<file path="src/core/srx_defines.svh">
// register offsets, field positions and reset values of the serial receiver
`ifndef SRX_DEFINES_SVH
`define SRX_DEFINES_SVH
`define SRX_ADDR_W 8
`define SRX_CTRL_OFS 8'h00
`define SRX_MODE_OFS 8'h04
`define SRX_PIN_OFS 8'h08
`define SRX_DIV_OFS 8'h0c
`define SRX_STAT_OFS 8'h10
`define SRX_DATA_OFS 8'h14
`define SRX_MASK_OFS 8'h18
`define SRX_CTRL_RXIRQ 6
`define SRX_CTRL_RXON 4
`define SRX_CTRL_FLTIRQ 3
`define SRX_CTRL_RSVD 2
`define SRX_CTRL_SELHI 1
`define SRX_CTRL_SELLO 0
`define SRX_MODE_SYNC 0
`define SRX_MODE_PAR 1
`define SRX_PIN_DIR 0
`define SRX_PIN_LVL 1
`define SRX_ST_READY 0
`define SRX_ST_FULL 1
`define SRX_ST_FAULT 2
`define SRX_ST_LOW 3
`define SRX_ST_OVR 4
`define SRX_NFLAGS 5
`define SRX_DIV_RST 8'h0f
`define SRX_MASK_RST 3'h7
`define SRX_OS_MID 4'h7
`define SRX_OS_END 4'hf
`endif

</file>
<file path="src/core/srx_pkg.sv">
// types shared by the serial receiver modules
package srx_pkg;
  typedef enum logic [2:0] {
    SRX_IDLE = 3'b000,
    SRX_START = 3'b001,
    SRX_DATA = 3'b010,
    SRX_PAR = 3'b011,
    SRX_STOP = 3'b100,
    SRX_WAIT_HI = 3'b101
  } srx_state_t;
  typedef logic [7:0] srx_byte_t;
endpackage

</file>
<file path="src/core/srx_rx_if.sv">
// link between the register side and the receive engine
`timescale 1ns/1ns
`default_nettype none
interface srx_rx_if;
  logic en;
  logic sync_mode;
  logic par_on;
  logic tick;
  logic rxd;
  logic done;
  srx_pkg::srx_byte_t data;
  logic frame_err;
  logic par_err;
  logic line_low;
  modport ctl(output en, sync_mode, par_on, tick, rxd,
              input done, data, frame_err, par_err, line_low);
  modport eng(input en, sync_mode, par_on, tick, rxd,
              output done, data, frame_err, par_err, line_low);
endinterface
`default_nettype wire

</file>
<file path="src/core/srx_top.sv">
// serial receiver control: enable, error interrupts, clock-source select
//
// Added by the designer: the placing of the registers and the APB slave port.
`include "srx_defines.svh"
`timescale 1ns/1ns
`default_nettype none
module srx_top #(
  parameter int DIV_W = 8
) (
  // clock and reset
  input wire logic clk_sys,
  input wire logic nrst,
  // apb slave
  input wire logic psel,
  input wire logic penable,
  input wire logic pwrite,
  input wire logic [`SRX_ADDR_W-1:0] paddr,
  input wire logic [31:0] pwdata,
  output logic [31:0] prdata,
  output logic pready,
  output logic pslverr,
  // serial pins
  input wire logic rxd_pin,
  input wire logic sck_i,
  output logic sck_o,
  output logic sck_oe_n,
  // interrupt
  output logic irq
);
  import srx_pkg::*;
  if (DIV_W < 2 || DIV_W > 16) begin : g_chk
    $error("DIV_W must be 2 to 16");
  end
  srx_rx_if rxif();
  srx_rx_core u_core (
    .clk_sys(clk_sys),
    .nrst(nrst),
    .rx(rxif.eng)
  );
  // control registers
  logic rx_irq_on;
  logic rx_on;
  logic rx_fault_irq_on;
  logic clk_src_sel_hi;
  logic clk_src_sel_lo;
  logic sync_mode;
  logic par_on;
  logic clk_pin_dir_bit;
  logic clk_pin_level_bit;
  logic [DIV_W-1:0] div_val;
  logic [2:0] irq_mask;
  // status
  logic [`SRX_NFLAGS-1:0] flags;
  logic [`SRX_NFLAGS-1:0] armed;
  logic [`SRX_NFLAGS-1:0] flag_set;
  logic [3:0] framing_fault_count;
  logic [3:0] parity_fault_count;
  srx_byte_t rx_data;
  // apb decode
  logic apb_done;
  logic wr_en;
  logic rd_en;
  logic mapped;
  assign apb_done = psel && penable && pready;
  assign wr_en = apb_done && pwrite && mapped;
  assign rd_en = apb_done && !pwrite && mapped;
  function automatic logic hit(input logic [`SRX_ADDR_W-1:0] a,
                               input logic [`SRX_ADDR_W-1:0] ofs);
    hit = (a == ofs);
  endfunction
  // decides whether the clock pin carries the internal clock
  function automatic logic drives_clk(input logic sync, input logic hi,
                                      input logic lo);
    drives_clk = !hi && (sync || lo);
  endfunction
  always_comb begin
    mapped = hit(paddr, `SRX_CTRL_OFS) || hit(paddr, `SRX_MODE_OFS) ||
             hit(paddr, `SRX_PIN_OFS) || hit(paddr, `SRX_DIV_OFS) ||
             hit(paddr, `SRX_STAT_OFS) || hit(paddr, `SRX_DATA_OFS) ||
             hit(paddr, `SRX_MASK_OFS);
  end
  // one wait state, then ready for a single cycle
  always_ff @(posedge clk_sys) begin
    if (!nrst) begin
      pready <= 1'b0;
    end else begin
      pready <= psel && penable && !pready;
    end
  end
  logic [31:0] next_prdata;
  always_comb begin
    next_prdata = 32'h0000_0000;
    if (hit(paddr, `SRX_CTRL_OFS)) begin
      next_prdata[`SRX_CTRL_RXIRQ] = rx_irq_on;
      next_prdata[`SRX_CTRL_RXON] = rx_on;
      next_prdata[`SRX_CTRL_FLTIRQ] = rx_fault_irq_on;
      next_prdata[`SRX_CTRL_SELHI] = clk_src_sel_hi;
      next_prdata[`SRX_CTRL_SELLO] = clk_src_sel_lo;
    end else if (hit(paddr, `SRX_MODE_OFS)) begin
      next_prdata[`SRX_MODE_SYNC] = sync_mode;
      next_prdata[`SRX_MODE_PAR] = par_on;
    end else if (hit(paddr, `SRX_PIN_OFS)) begin
      next_prdata[`SRX_PIN_DIR] = clk_pin_dir_bit;
      next_prdata[`SRX_PIN_LVL] = clk_pin_level_bit;
    end else if (hit(paddr, `SRX_DIV_OFS)) begin
      next_prdata[DIV_W-1:0] = div_val;
    end else if (hit(paddr, `SRX_STAT_OFS)) begin
      next_prdata[`SRX_NFLAGS-1:0] = flags;
      next_prdata[11:8] = framing_fault_count;
      next_prdata[15:12] = parity_fault_count;
    end else if (hit(paddr, `SRX_DATA_OFS)) begin
      next_prdata[7:0] = rx_data;
    end else if (hit(paddr, `SRX_MASK_OFS)) begin
      next_prdata[2:0] = irq_mask;
    end
  end

  always_ff @(posedge clk_sys) begin
    if (!nrst) begin
      prdata <= 32'h0000_0000;
      pslverr <= 1'b0;
    end else begin
      prdata <= (psel && penable && !pready && !pwrite) ? next_prdata : 32'h0000_0000;
      pslverr <= psel && penable && !pready && !mapped;
    end
  end
  // control register writes
  always_ff @(posedge clk_sys) begin
    if (!nrst) begin
      rx_irq_on <= 1'b0;
      rx_on <= 1'b0;
      rx_fault_irq_on <= 1'b0;
      clk_src_sel_hi <= 1'b0;
      clk_src_sel_lo <= 1'b0;
    end else if (wr_en && hit(paddr, `SRX_CTRL_OFS)) begin
      rx_irq_on <= pwdata[`SRX_CTRL_RXIRQ];
      rx_on <= pwdata[`SRX_CTRL_RXON];
      rx_fault_irq_on <= pwdata[`SRX_CTRL_FLTIRQ];
      clk_src_sel_hi <= pwdata[`SRX_CTRL_SELHI];
      clk_src_sel_lo <= pwdata[`SRX_CTRL_SELLO];
    end
  end
  always_ff @(posedge clk_sys) begin
    if (!nrst) begin
      sync_mode <= 1'b0;
      par_on <= 1'b0;
      clk_pin_dir_bit <= 1'b0;
      clk_pin_level_bit <= 1'b0;
      div_val <= DIV_W'(`SRX_DIV_RST);
      irq_mask <= `SRX_MASK_RST;
    end else if (wr_en) begin
      if (hit(paddr, `SRX_MODE_OFS)) begin
        sync_mode <= pwdata[`SRX_MODE_SYNC];
        par_on <= pwdata[`SRX_MODE_PAR];
      end
      if (hit(paddr, `SRX_PIN_OFS)) begin
        clk_pin_dir_bit <= pwdata[`SRX_PIN_DIR];
        clk_pin_level_bit <= pwdata[`SRX_PIN_LVL];
      end
      if (hit(paddr, `SRX_DIV_OFS)) begin
        div_val <= pwdata[DIV_W-1:0];
      end
      if (hit(paddr, `SRX_MASK_OFS)) begin
        irq_mask <= pwdata[2:0];
      end
    end
  end
  // pin synchronisers; first stages feed only the second stages
  logic rxd_s1, rxd_s2;
  logic sck_s1, sck_s2, sck_s3;
  always_ff @(posedge clk_sys) begin
    if (!nrst) begin
      rxd_s1 <= 1'b1;
      rxd_s2 <= 1'b1;
      sck_s1 <= 1'b0;
      sck_s2 <= 1'b0;
      sck_s3 <= 1'b0;
    end else begin
      rxd_s1 <= rxd_pin;
      rxd_s2 <= rxd_s1;
      sck_s1 <= sck_i;
      sck_s2 <= sck_s1;
      sck_s3 <= sck_s2;
    end
  end
  // internal clock: toggles each divider wrap
  logic [DIV_W-1:0] div_cnt;
  logic sck_int;
  logic div_wrap;
  assign div_wrap = (div_cnt >= div_val);
  always_ff @(posedge clk_sys) begin
    if (!nrst) begin
      div_cnt <= '0;
      sck_int <= 1'b0;
    end else if (div_wrap) begin
      div_cnt <= '0;
      sck_int <= !sck_int;
    end else begin
      div_cnt <= div_cnt + DIV_W'(1);
    end
  end
  logic int_tick;
  logic ext_tick;
  assign int_tick = div_wrap && !sck_int;
  assign ext_tick = sck_s2 && !sck_s3;
  assign rxif.en = rx_on;
  assign rxif.sync_mode = sync_mode;
  assign rxif.par_on = par_on;
  assign rxif.tick = clk_src_sel_hi ? ext_tick : int_tick;
  assign rxif.rxd = rxd_s2;
  always_ff @(posedge clk_sys) begin
    if (!nrst) begin
      sck_o <= 1'b0;
      sck_oe_n <= 1'b1;
    end else if (clk_src_sel_hi) begin
      sck_o <= 1'b0;
      sck_oe_n <= 1'b1;
    end else if (drives_clk(sync_mode, clk_src_sel_hi, clk_src_sel_lo)) begin
      sck_o <= sck_int;
      sck_oe_n <= 1'b0;
    end else begin
      sck_o <= clk_pin_level_bit;
      sck_oe_n <= !clk_pin_dir_bit;
    end
  end
  // flag events
  logic wr_stat;
  logic rd_stat;
  logic rd_data;
  logic byte_ok;
  assign wr_stat = wr_en && hit(paddr, `SRX_STAT_OFS);
  assign rd_stat = rd_en && hit(paddr, `SRX_STAT_OFS);
  assign rd_data = rd_en && hit(paddr, `SRX_DATA_OFS);
  assign byte_ok = rxif.done && !flags[`SRX_ST_READY];
  always_comb begin
    flag_set = '0;
    flag_set[`SRX_ST_READY] = byte_ok;
    flag_set[`SRX_ST_FULL] = byte_ok;
    flag_set[`SRX_ST_FAULT] = byte_ok && (rxif.frame_err || rxif.par_err);
    flag_set[`SRX_ST_LOW] = rxif.done && rxif.line_low;
    flag_set[`SRX_ST_OVR] = rxif.done && flags[`SRX_ST_READY];
  end

  for (genvar i = 0; i < `SRX_NFLAGS; i++) begin : g_flag
    always_ff @(posedge clk_sys) begin
      if (!nrst) begin
        flags[i] <= 1'b0;
        armed[i] <= 1'b0;
      end else begin
        if (rd_stat && flags[i]) begin
          armed[i] <= 1'b1;
        end else if (wr_stat) begin
          armed[i] <= 1'b0;
        end
        if (flag_set[i]) begin
          flags[i] <= 1'b1;
        end else if (wr_stat && !pwdata[i] && armed[i]) begin
          flags[i] <= 1'b0;
        end
      end
    end
  end

  always_ff @(posedge clk_sys) begin
    if (!nrst) begin
      rx_data <= 8'h00;
    end else if (byte_ok) begin
      rx_data <= rxif.data;
    end
  end
  // counts of faulty bytes, cleared when data is read
  always_ff @(posedge clk_sys) begin
    if (!nrst) begin
      framing_fault_count <= 4'h0;
      parity_fault_count <= 4'h0;
    end else begin
      framing_fault_count <= (rd_data ? 4'h0 : framing_fault_count) +
                             {3'h0, byte_ok && rxif.frame_err};
      parity_fault_count <= (rd_data ? 4'h0 : parity_fault_count) +
                            {3'h0, byte_ok && rxif.par_err};
    end
  end

  logic fault_en;
  logic [2:0] irq_req;
  assign fault_en = rx_irq_on || rx_fault_irq_on;
  assign irq_req[0] = rx_irq_on && flags[`SRX_ST_READY];
  assign irq_req[1] = fault_en && flags[`SRX_ST_FAULT];
  assign irq_req[2] = fault_en && (flags[`SRX_ST_LOW] || flags[`SRX_ST_OVR]);
  always_ff @(posedge clk_sys) begin
    if (!nrst) begin
      irq <= 1'b0;
    end else begin
      irq <= |(irq_req & irq_mask);
    end
  end

  a_rx_off_quiet: assert property (@(posedge clk_sys) disable iff (!nrst)
    !rx_on |=> !rxif.done)
    else $error("receiver active while off");
  a_flags_kept: assert property (@(posedge clk_sys) disable iff (!nrst)
    !rx_on && !rxif.done && !wr_stat |=> $stable(flags))
    else $error("flags changed when receiver switched off");
  a_rsvd_zero: assert property (@(posedge clk_sys) disable iff (!nrst)
    pready && !pwrite && hit(paddr, `SRX_CTRL_OFS) |-> !prdata[`SRX_CTRL_RSVD])
    else $error("reserved bit read as one");
  a_ext_clk_in: assert property (@(posedge clk_sys) disable iff (!nrst)
    clk_src_sel_hi |=> sck_oe_n)
    else $error("pin driven with external clock");
  a_sync_drive: assert property (@(posedge clk_sys) disable iff (!nrst)
    sync_mode && !clk_src_sel_hi |=> !sck_oe_n && sck_o == $past(sck_int))
    else $error("sync internal clock not driven");
  a_async_pin: assert property (@(posedge clk_sys) disable iff (!nrst)
    !sync_mode && !clk_src_sel_hi && !clk_src_sel_lo
    |=> sck_oe_n == !$past(clk_pin_dir_bit) && sck_o == $past(clk_pin_level_bit))
    else $error("pin not following direction and level");
  a_async_clk_out: assert property (@(posedge clk_sys) disable iff (!nrst)
    !sync_mode && !clk_src_sel_hi && clk_src_sel_lo |=> !sck_oe_n ##1 sck_oe_n == 1'b0
      || $past(clk_src_sel_hi) || $past(sync_mode) || !$past(clk_src_sel_lo))
    else $error("async clock output missing");
  a_irq_off: assert property (@(posedge clk_sys) disable iff (!nrst)
    !rx_irq_on && !rx_fault_irq_on |=> !irq)
    else $error("interrupt with both enables clear");
  a_fault_alone: assert property (@(posedge clk_sys) disable iff (!nrst)
    !rx_irq_on && rx_fault_irq_on && flags[`SRX_ST_FAULT] && irq_mask[1] |=> irq)
    else $error("fault request not raised");
  a_data_irq: assert property (@(posedge clk_sys) disable iff (!nrst)
    rx_irq_on && flags[`SRX_ST_READY] && irq_mask[0] |=> irq)
    else $error("data request not raised");
  a_one_no_clear: assert property (@(posedge clk_sys) disable iff (!nrst)
    wr_stat && flags[`SRX_ST_READY] && !armed[`SRX_ST_READY] |=> flags[`SRX_ST_READY])
    else $error("flag cleared without prior read");
endmodule // srx_top
`default_nettype wire

</file>
<file path="src/core/srx_rx_core.sv">
// receive engine: async 16x oversampling or sync bit clock
`include "srx_defines.svh"
`timescale 1ns/1ns
`default_nettype none
module srx_rx_core (
  // clock and reset
  input wire logic clk_sys,
  input wire logic nrst,
  // control and results
  srx_rx_if.eng rx
);
  import srx_pkg::*;
  srx_state_t state;
  logic [3:0] os_cnt;
  logic [2:0] bit_n;
  srx_byte_t shreg;
  logic par_acc;

  always_ff @(posedge clk_sys) begin
    rx.done <= 1'b0;
    if (!nrst || !rx.en) begin
      state <= SRX_IDLE;
      os_cnt <= 4'h0;
      bit_n <= 3'h0;
      shreg <= 8'h00;
      par_acc <= 1'b0;
      rx.data <= 8'h00;
      rx.frame_err <= 1'b0;
      rx.par_err <= 1'b0;
      rx.line_low <= 1'b0;
    end else if (rx.tick) begin
      os_cnt <= os_cnt + 4'h1;
      unique case (state)
        SRX_IDLE: begin
          os_cnt <= 4'h0;
          par_acc <= 1'b0;
          if (rx.sync_mode) begin
            shreg <= {rx.rxd, shreg[7:1]};
            bit_n <= 3'h1;
            state <= SRX_DATA;
          end else if (!rx.rxd) begin
            state <= SRX_START;
          end
        end
        SRX_START: if (os_cnt == `SRX_OS_MID) begin
          os_cnt <= 4'h0;
          bit_n <= 3'h0;
          state <= rx.rxd ? SRX_IDLE : SRX_DATA;
        end
        SRX_DATA: if (rx.sync_mode || os_cnt == `SRX_OS_END) begin
          shreg <= {rx.rxd, shreg[7:1]};
          par_acc <= par_acc ^ rx.rxd;
          bit_n <= bit_n + 3'h1;
          if (bit_n == 3'h7) begin
            if (rx.sync_mode) begin
              rx.done <= 1'b1;
              rx.data <= {rx.rxd, shreg[7:1]};
              rx.frame_err <= 1'b0;
              rx.par_err <= 1'b0;
              rx.line_low <= 1'b0;
              state <= SRX_IDLE;
            end else begin
              state <= rx.par_on ? SRX_PAR : SRX_STOP;
            end
          end
        end
        SRX_PAR: if (os_cnt == `SRX_OS_END) begin
          par_acc <= par_acc ^ rx.rxd;
          state <= SRX_STOP;
        end
        SRX_STOP: if (os_cnt == `SRX_OS_END) begin
          rx.done <= 1'b1;
          rx.data <= shreg;
          rx.frame_err <= !rx.rxd;
          rx.par_err <= rx.par_on && par_acc;
          rx.line_low <= !rx.rxd && shreg == 8'h00;
          state <= rx.rxd ? SRX_IDLE : SRX_WAIT_HI;
        end
        SRX_WAIT_HI: if (rx.rxd) begin
          state <= SRX_IDLE;
        end
        default: state <= SRX_IDLE;
      endcase
    end
  end

  a_start_detect: assert property (@(posedge clk_sys) disable iff (!nrst)
    rx.en && !rx.sync_mode && state == SRX_IDLE && rx.tick && !rx.rxd
    |=> state == SRX_START || !rx.en)
    else $error("start bit not taken");
endmodule // srx_rx_core
`default_nettype wire

</file>
<file path="config.mk">
export PLATFORM = sky130hd
export DESIGN_NAME = srx_top
export DESIGN_NICKNAME = d
export VERILOG_FILES = /design/src/core/srx_pkg.sv /design/src/core/srx_rx_if.sv /design/src/core/srx_top.sv /design/src/core/srx_rx_core.sv
export VERILOG_INCLUDE_DIRS = /design/src /design/src/core
export SDC_FILE = /design/constraint.sdc
export NUM_CORES = 1
export LEC_CHECK = 0
export ABC_AREA = 1
export BUFFER_PORTS_ARGS = -buffer_cell sky130_fd_sc_hd__buf_2
export CORE_MARGIN = 5
export CORE_UTILIZATION = 60
export DETAILED_ROUTE_END_ITERATION = 16
export PLACE_DENSITY = 0.92
export SLEW_MARGIN = 20
export SYNTH_ARGS = -nofsm -noshare
export SYNTH_HDL_FRONTEND = slang
export SYNTH_SLANG_ARGS = --single-unit
</file>
<file path="constraint.sdc">
create_clock -name clk_sys -period 4.6 [get_ports clk_sys]
set_clock_uncertainty 0.05 [all_clocks]
set_input_delay 0.46 -clock clk_sys [delete_from_list [all_inputs] [get_ports clk_sys]]
set_output_delay 0.46 -clock clk_sys [all_outputs]
set_load 0.05 [all_outputs]
</file>
-- Yosys cells after proc, flatten, opt, wreduce, memory -nomap -nowiden
Cells that the tools add are included.
- bits in registers: 128
- logic and storage cells: 265
- bits of input ports: 47
- output and inout bits: 37
- equality and inequality tests: 23
- order comparisons: 1
- bitwise gates (word level): 6
- add/sub/neg operators: 5
- mux-type cells: 77
- reduce and logical (&&, ||, !) cells: 103
- operators with widths (kind ; count):
    $mux W3 ; 17
    $mux W8 ; 6
    $logic_and A1 B1 Y1 ; 42
    $mux W1 ; 32
    $pmux W8 S2 ; 2
    $eq A8 B5 Y1 const B ; 3
    $reduce_bool A2 Y1 ; 12
    $mux W5 ; 4
    $pmux W3 S6 ; 1
    $eq A8 B4 Y1 const B ; 2
    $logic_not A1 Y1 ; 16
    $logic_not A8 Y1 ; 2
    $logic_or A1 B1 Y1 ; 12
    $mux W4 ; 3
    $mux W2 ; 5
    $ne A2 B1 Y1 const B ; 5
    $reduce_and A2 Y1 ; 5
    $eq A3 B3 Y1 const B ; 3
    $pmux W3 S3 ; 1
    $add A4 B1 Y4 ; 2
    $add A8 B1 Y8 const B ; 1
    $eq A8 B3 Y1 const B ; 1
    $ge A8 B8 Y1 ; 1
    $pmux W1 S2 ; 4
    23 further kinds ; 33

-- Longest topological paths before layout
- depth after elaboration: 13
- depth in mapped cells: 16
- gate-level depth less buffers: 15

-- Hierarchy
A second synthesis with hierarchy kept.
- cells, all modules: 771
- area, all modules: 5460.2 um2
- modules (own cells, without submodules) (module ; area an instance (um2) ; cells an instance ; times used):
    srx_top ; 3799.9 ; 504 ; 1
    srx_rx_core ; 1660.3 ; 267 ; 1

-- Worst setup path after synthesis
Ideal clock, no wire load.
- path kind: input to register
- start point: in paddr[1]
- end point: reg framing_fault_count[1]
- stages: 12
- library setup time: 0.110 ns
- arrival: 1.826 ns
- path slack: 2.614 ns
- buffers on the path: 0
- cell sequence: nor2_4 -> nand2_1 -> nor2_1 -> inv_1 -> nor2_4 -> nand4_4 -> nand2_1 -> inv_1 -> ha_1 -> ha_1 -> nand2_1 -> inv_1
- longest elaborated chain between the ends: 11
- elaborated cells between the ends (all ways): 17
- those cells by class: 1 x add/sub; 6 x eq/ne; 1 x mux; 9 x reduce/logical
- RTL lines (element ; RTL line ; text):
    start, declared ; srx_top.sv:17 ; input wire logic [`SRX_ADDR_W-1:0] paddr,
    $eq A8 B3 Y1 or $logic_not A8 Y1 (tied branches) ; srx_top.sv:69 ; hit = (a == ofs);
    $logic_or A1 B1 Y1 (6 in a row) ; srx_top.sv:77 ; mapped = hit(paddr, `SRX_CTRL_OFS) || hit(paddr, `SRX_MODE_OFS) ||
    $logic_and A1 B1 Y1 ; srx_top.sv:66 ; assign rd_en = apb_done && !pwrite && mapped;
    $logic_and A1 B1 Y1 (*) ; srx_top.sv:233 ; assign rd_data = rd_en && hit(paddr, `SRX_DATA_OFS);
    $mux W4 (*) ; srx_top.sv:277 ; framing_fault_count <= (rd_data ? 4'h0 : framing_fault_count) +
    $add A4 B1 Y4 (*) ; srx_top.sv:277 ;
    end signal, assigned ; srx_top.sv:277 ;
    end, declared ; srx_top.sv:56 ; logic [3:0] framing_fault_count;
Mark *: on every way between the ends. The rest lies on a longest branch, timed or not.
A chain may end at the register's enable or synchronous reset.

-- Worst setup path after layout
- start point: reg div_cnt[0]
- end point: reg u_core.shreg[6]
- longest elaborated chain between the ends: 4
- RTL lines (element ; RTL line ; text):
    start, declared ; srx_top.sv:187 ; logic [DIV_W-1:0] div_cnt;
    start signal, assigned ; srx_top.sv:199 ; div_cnt <= div_cnt + DIV_W'(1);
    $ge A8 B8 Y1 ; srx_top.sv:190 ; assign div_wrap = (div_cnt >= div_val);
    $logic_and A1 B1 Y1 ; srx_top.sv:204 ; assign int_tick = div_wrap && !sck_int;
    $mux W1 ; srx_top.sv:209 ; assign rxif.tick = clk_src_sel_hi ? ext_tick : int_tick;
    $reduce_and A4 Y1 (no line) ; n/a ;
    end signal, assigned ; srx_rx_core.sv:38 ; shreg <= {rx.rxd, shreg[7:1]};
    end signal, assigned ; srx_rx_core.sv:51 ; shreg <= {rx.rxd, shreg[7:1]};
    end, declared ; srx_rx_core.sv:16 ; srx_byte_t shreg;
Every way passes these cells.

==> impl_metrics.tcl <==
set metrics [dict create \
    grt_max_degree 32 \
    grt-ovfl-total 0 \
    status "finished clean" \
    ir_drop_uv 136 \
    cts_root_buf "clkbuf_8" \
    utilization 0.660 \
    leakagePower_uw 0.00260 \
    drv_slew 0 \
    cap_violations 0 \
    clk_pin_slew_worst_paths_ns 0.12 \
    seq_area_frac_synth 0.418 \
    final_common_cell "nand2_1" \
    gp_congestion 0.942 \
    synthCells 726 \
    drc_errors 0 \
    rsz0062_at_grt "false" \
    post-cts-setup-buffers 0 \
    hold_class "primary input to flip-flop" \
    cts_tree "done" \
    worst_hold_slack_ns 0.215 \
    start_util 0.615 \
    ys.flop_type "dfxtp_1" \
    clock_sinks 112 \
    crit_path_cell_trace "inv_1 -> ha_1 -> nand2_1 -> nand3_1 -> nand2_1 -> nand2_1 -> nand2_1 -> nand2_1 -> nand2_1 -> nand2_2 -> nand3_2 -> nand2_1 -> nand2_1 -> nor2_1" \
    worstPathRequired_ns 4.86 \
    setup_viol 0 \
    cts_resized 0 \
    fp.dieArea_um2 10900 \
    critPathKind "flip-flop to flip-flop" \
    hold_violations 0 \
    crit_family "simple AND/OR/NAND/NOR gates" \
    critPathLaunchType "flip-flop" \
    async_reset_ff_frac 0 \
    drt_iter0_drc 267 \
    drive_gt1_frac 0.143 \
    fin_setup_tns_ns 0 \
    synth_top_area_cell "dfxtp_1" \
    instances_no_fill 877 \
    path_max_fanout 24 \
    final_cell_mix "nand2_1, dfxtp_1, inv_1" \
    synth.area.top_cells "dfxtp_1, nand2_1, inv_1" \
    powerDensity_nw_per_um2 287 \
    end_kind "flip-flop" \
    drt-total-wl_um 12100 \
    grt_pass1_wl_um 20300 \
    synth_area_per_cell_um2 7.38 \
    worst_slew_pin_slew_ns 0.685 \
    die_h_um 105 \
    fmax_mhz 412 \
    ys_ff_latch 112 \
    hold_buffers 0 \
    crit_path_top_delay_cell "dfxtp_1" \
    drtAntennaViolNets 0 \
    port_buffers 43 \
    diodes 0 \
    grt_use_total 0.221 \
    arrival_ns 2.69 \
    grt_pass1_vias 4369 \
    clock_path_buffers 2 \
    yosys.area.top_type_share 0.418 \
    antenna_found_initial 0 \
    layout.nets 827 \
    critPathBufInv 1 \
    rows 34 \
    place_hpwl_um 9080 \
    syn_area_um2 5360 \
    synth_edf_count 0 \
    num_io_pins 84 \
    viasPerCell 5.35 \
    die_w_um 105 \
    cts_buffers 9 \
    area_delta_synth_final_pct 7.38 \
    wl_per_cell_um 13.8 \
    post-place-cells 861 \
    min_period_ns 2.42 \
    clk_latency_ns 0.39 \
    vias 4695 \
    coreArea_um2 8720 \
    crit_top_cell "nand2_1" \
    htree_levels 3 \
    cpPeakStageDelay_ns 0.41 \
    firstDrtPassIters 6 \
    finalCritPeriodShare 0.527 \
    yosysWarningCount 0 \
    slew_headroom 0.541 \
    yosysUniqueCellTypes 47 \
]
[state kept, by name, summed over array words and instances, names as in the netlist, 3 cells and up]
signal / cells
irq_mask: 3
flags: 5
div_cnt: 8
u_core.os_cnt: 4
armed: 5
framing_fault_count: 4
u_core.rx.data: 8
prdata: 16
rx_data: 8
parity_fault_count: 4
u_core.shreg: 8
u_core.bit_n: 3
div_val: 8
u_core.state: 3
[synth_stat cells (3+ instances only)]
| cell | instances |
|---|---|
| o22ai_1 | 3 |
| o21ai_1 | 8 |
| clkbuf_1 | 6 |
| xor2_1 | 4 |
| a21oi_1 | 64 |
| o211ai_2 | 4 |
| o21ai_0 | 28 |
| nand2_2 | 5 |
| nand4_1 | 14 |
| inv_1 | 93 |
| nor2_1 | 80 |
| nor3_1 | 9 |
| ha_1 | 16 |
| nor2_2 | 3 |
| inv_2 | 11 |
| nand2_1 | 160 |
| nand3_1 | 32 |
| a21oi_2 | 6 |
| nand3_2 | 3 |
| buf_4 | 17 |
| buf_2 | 4 |
| dfxtp_1 | 112 |
| a31oi_1 | 4 |
| nor2_4 | 6 |
[through the flow]
stage / instance area [µm²] / setup WS (ns) / total power (µW)
final: 5760 / 2.18 / 1650
after global routing: 5760 / 1.83 / 1710
after CTS: 5760 / 2.16 / 1650
after detailed placement: 5560 / 2.02 / 1080
after global placement: 5560 / 2.16 / 1080
after floorplan: 5420 / 2.61 / 1070
[layout make-up]
cell class              instances  area (µm²)
multi-input cells             493        2580
fillers                       724        2970
clock buffers                  10         138
inverters                     105         394
repair buffers                 43         215
flip-flops and latches        112        2240
well taps                     108         135
clock inverters                 6        55.1
[tightest hold or removal path, delay by kind of cell]
kind	cells	cell delay, ns
AND/OR/NAND/NOR	1	0.04
buffers and inverters	2	0.12
[cell families after synthesis]
| family | synth area share |
|---|---|
| adder cells (fa/ha/maj) | 0.0373 |
| flip-flops | 0.418 |
| buffers and inverters | 0.112 |
| AO/OA/AOI/OAI | 0.136 |
| AND/OR/NAND/NOR | 0.286 |
| other | 0.000700 |
| XOR/XNOR | 0.00980 |
[worst paths after layout]
check	from	depth (start not counted)	endpoint	slack (ns)
worst max-delay path	div_cnt[0]$_SDFF_PP0_	14	u_core.shreg[6]$_SDFFE_PP0P_	2.18
worst min-delay path	sck_i	3	sck_s1$_SDFF_PN0_	0.22
worst max register to register	div_cnt[0]$_SDFF_PP0_	14	u_core.shreg[6]$_SDFFE_PP0P_	2.18
worst min register to register	sck_s1$_SDFF_PN0_	2	sck_s2$_SDFF_PN0_	0.37
[layer usage]
| layer | routed length [µm] | vias to the layer above | global-route usage |
|---|---|---|---|
| met2 | 5930 | 158 | 0.384 |
| met1 | 5150 | 2135 | 0.274 |
| met3 | 736 | 28 | 0.0379 |
| met5 | 0 | - | 0 |
| met4 | 269 | 0 | 0.0814 |
| li1 | - | 2374 | - |
[where the power goes]
part / switching [µW] / total (µW) / internal [µW]
Clock: 363 / 588 / 225
Sequential: 4.09 / 978 / 974
Combinational: 67.8 / 85.6 / 17.8
Power figures use the tool's default switching activity.
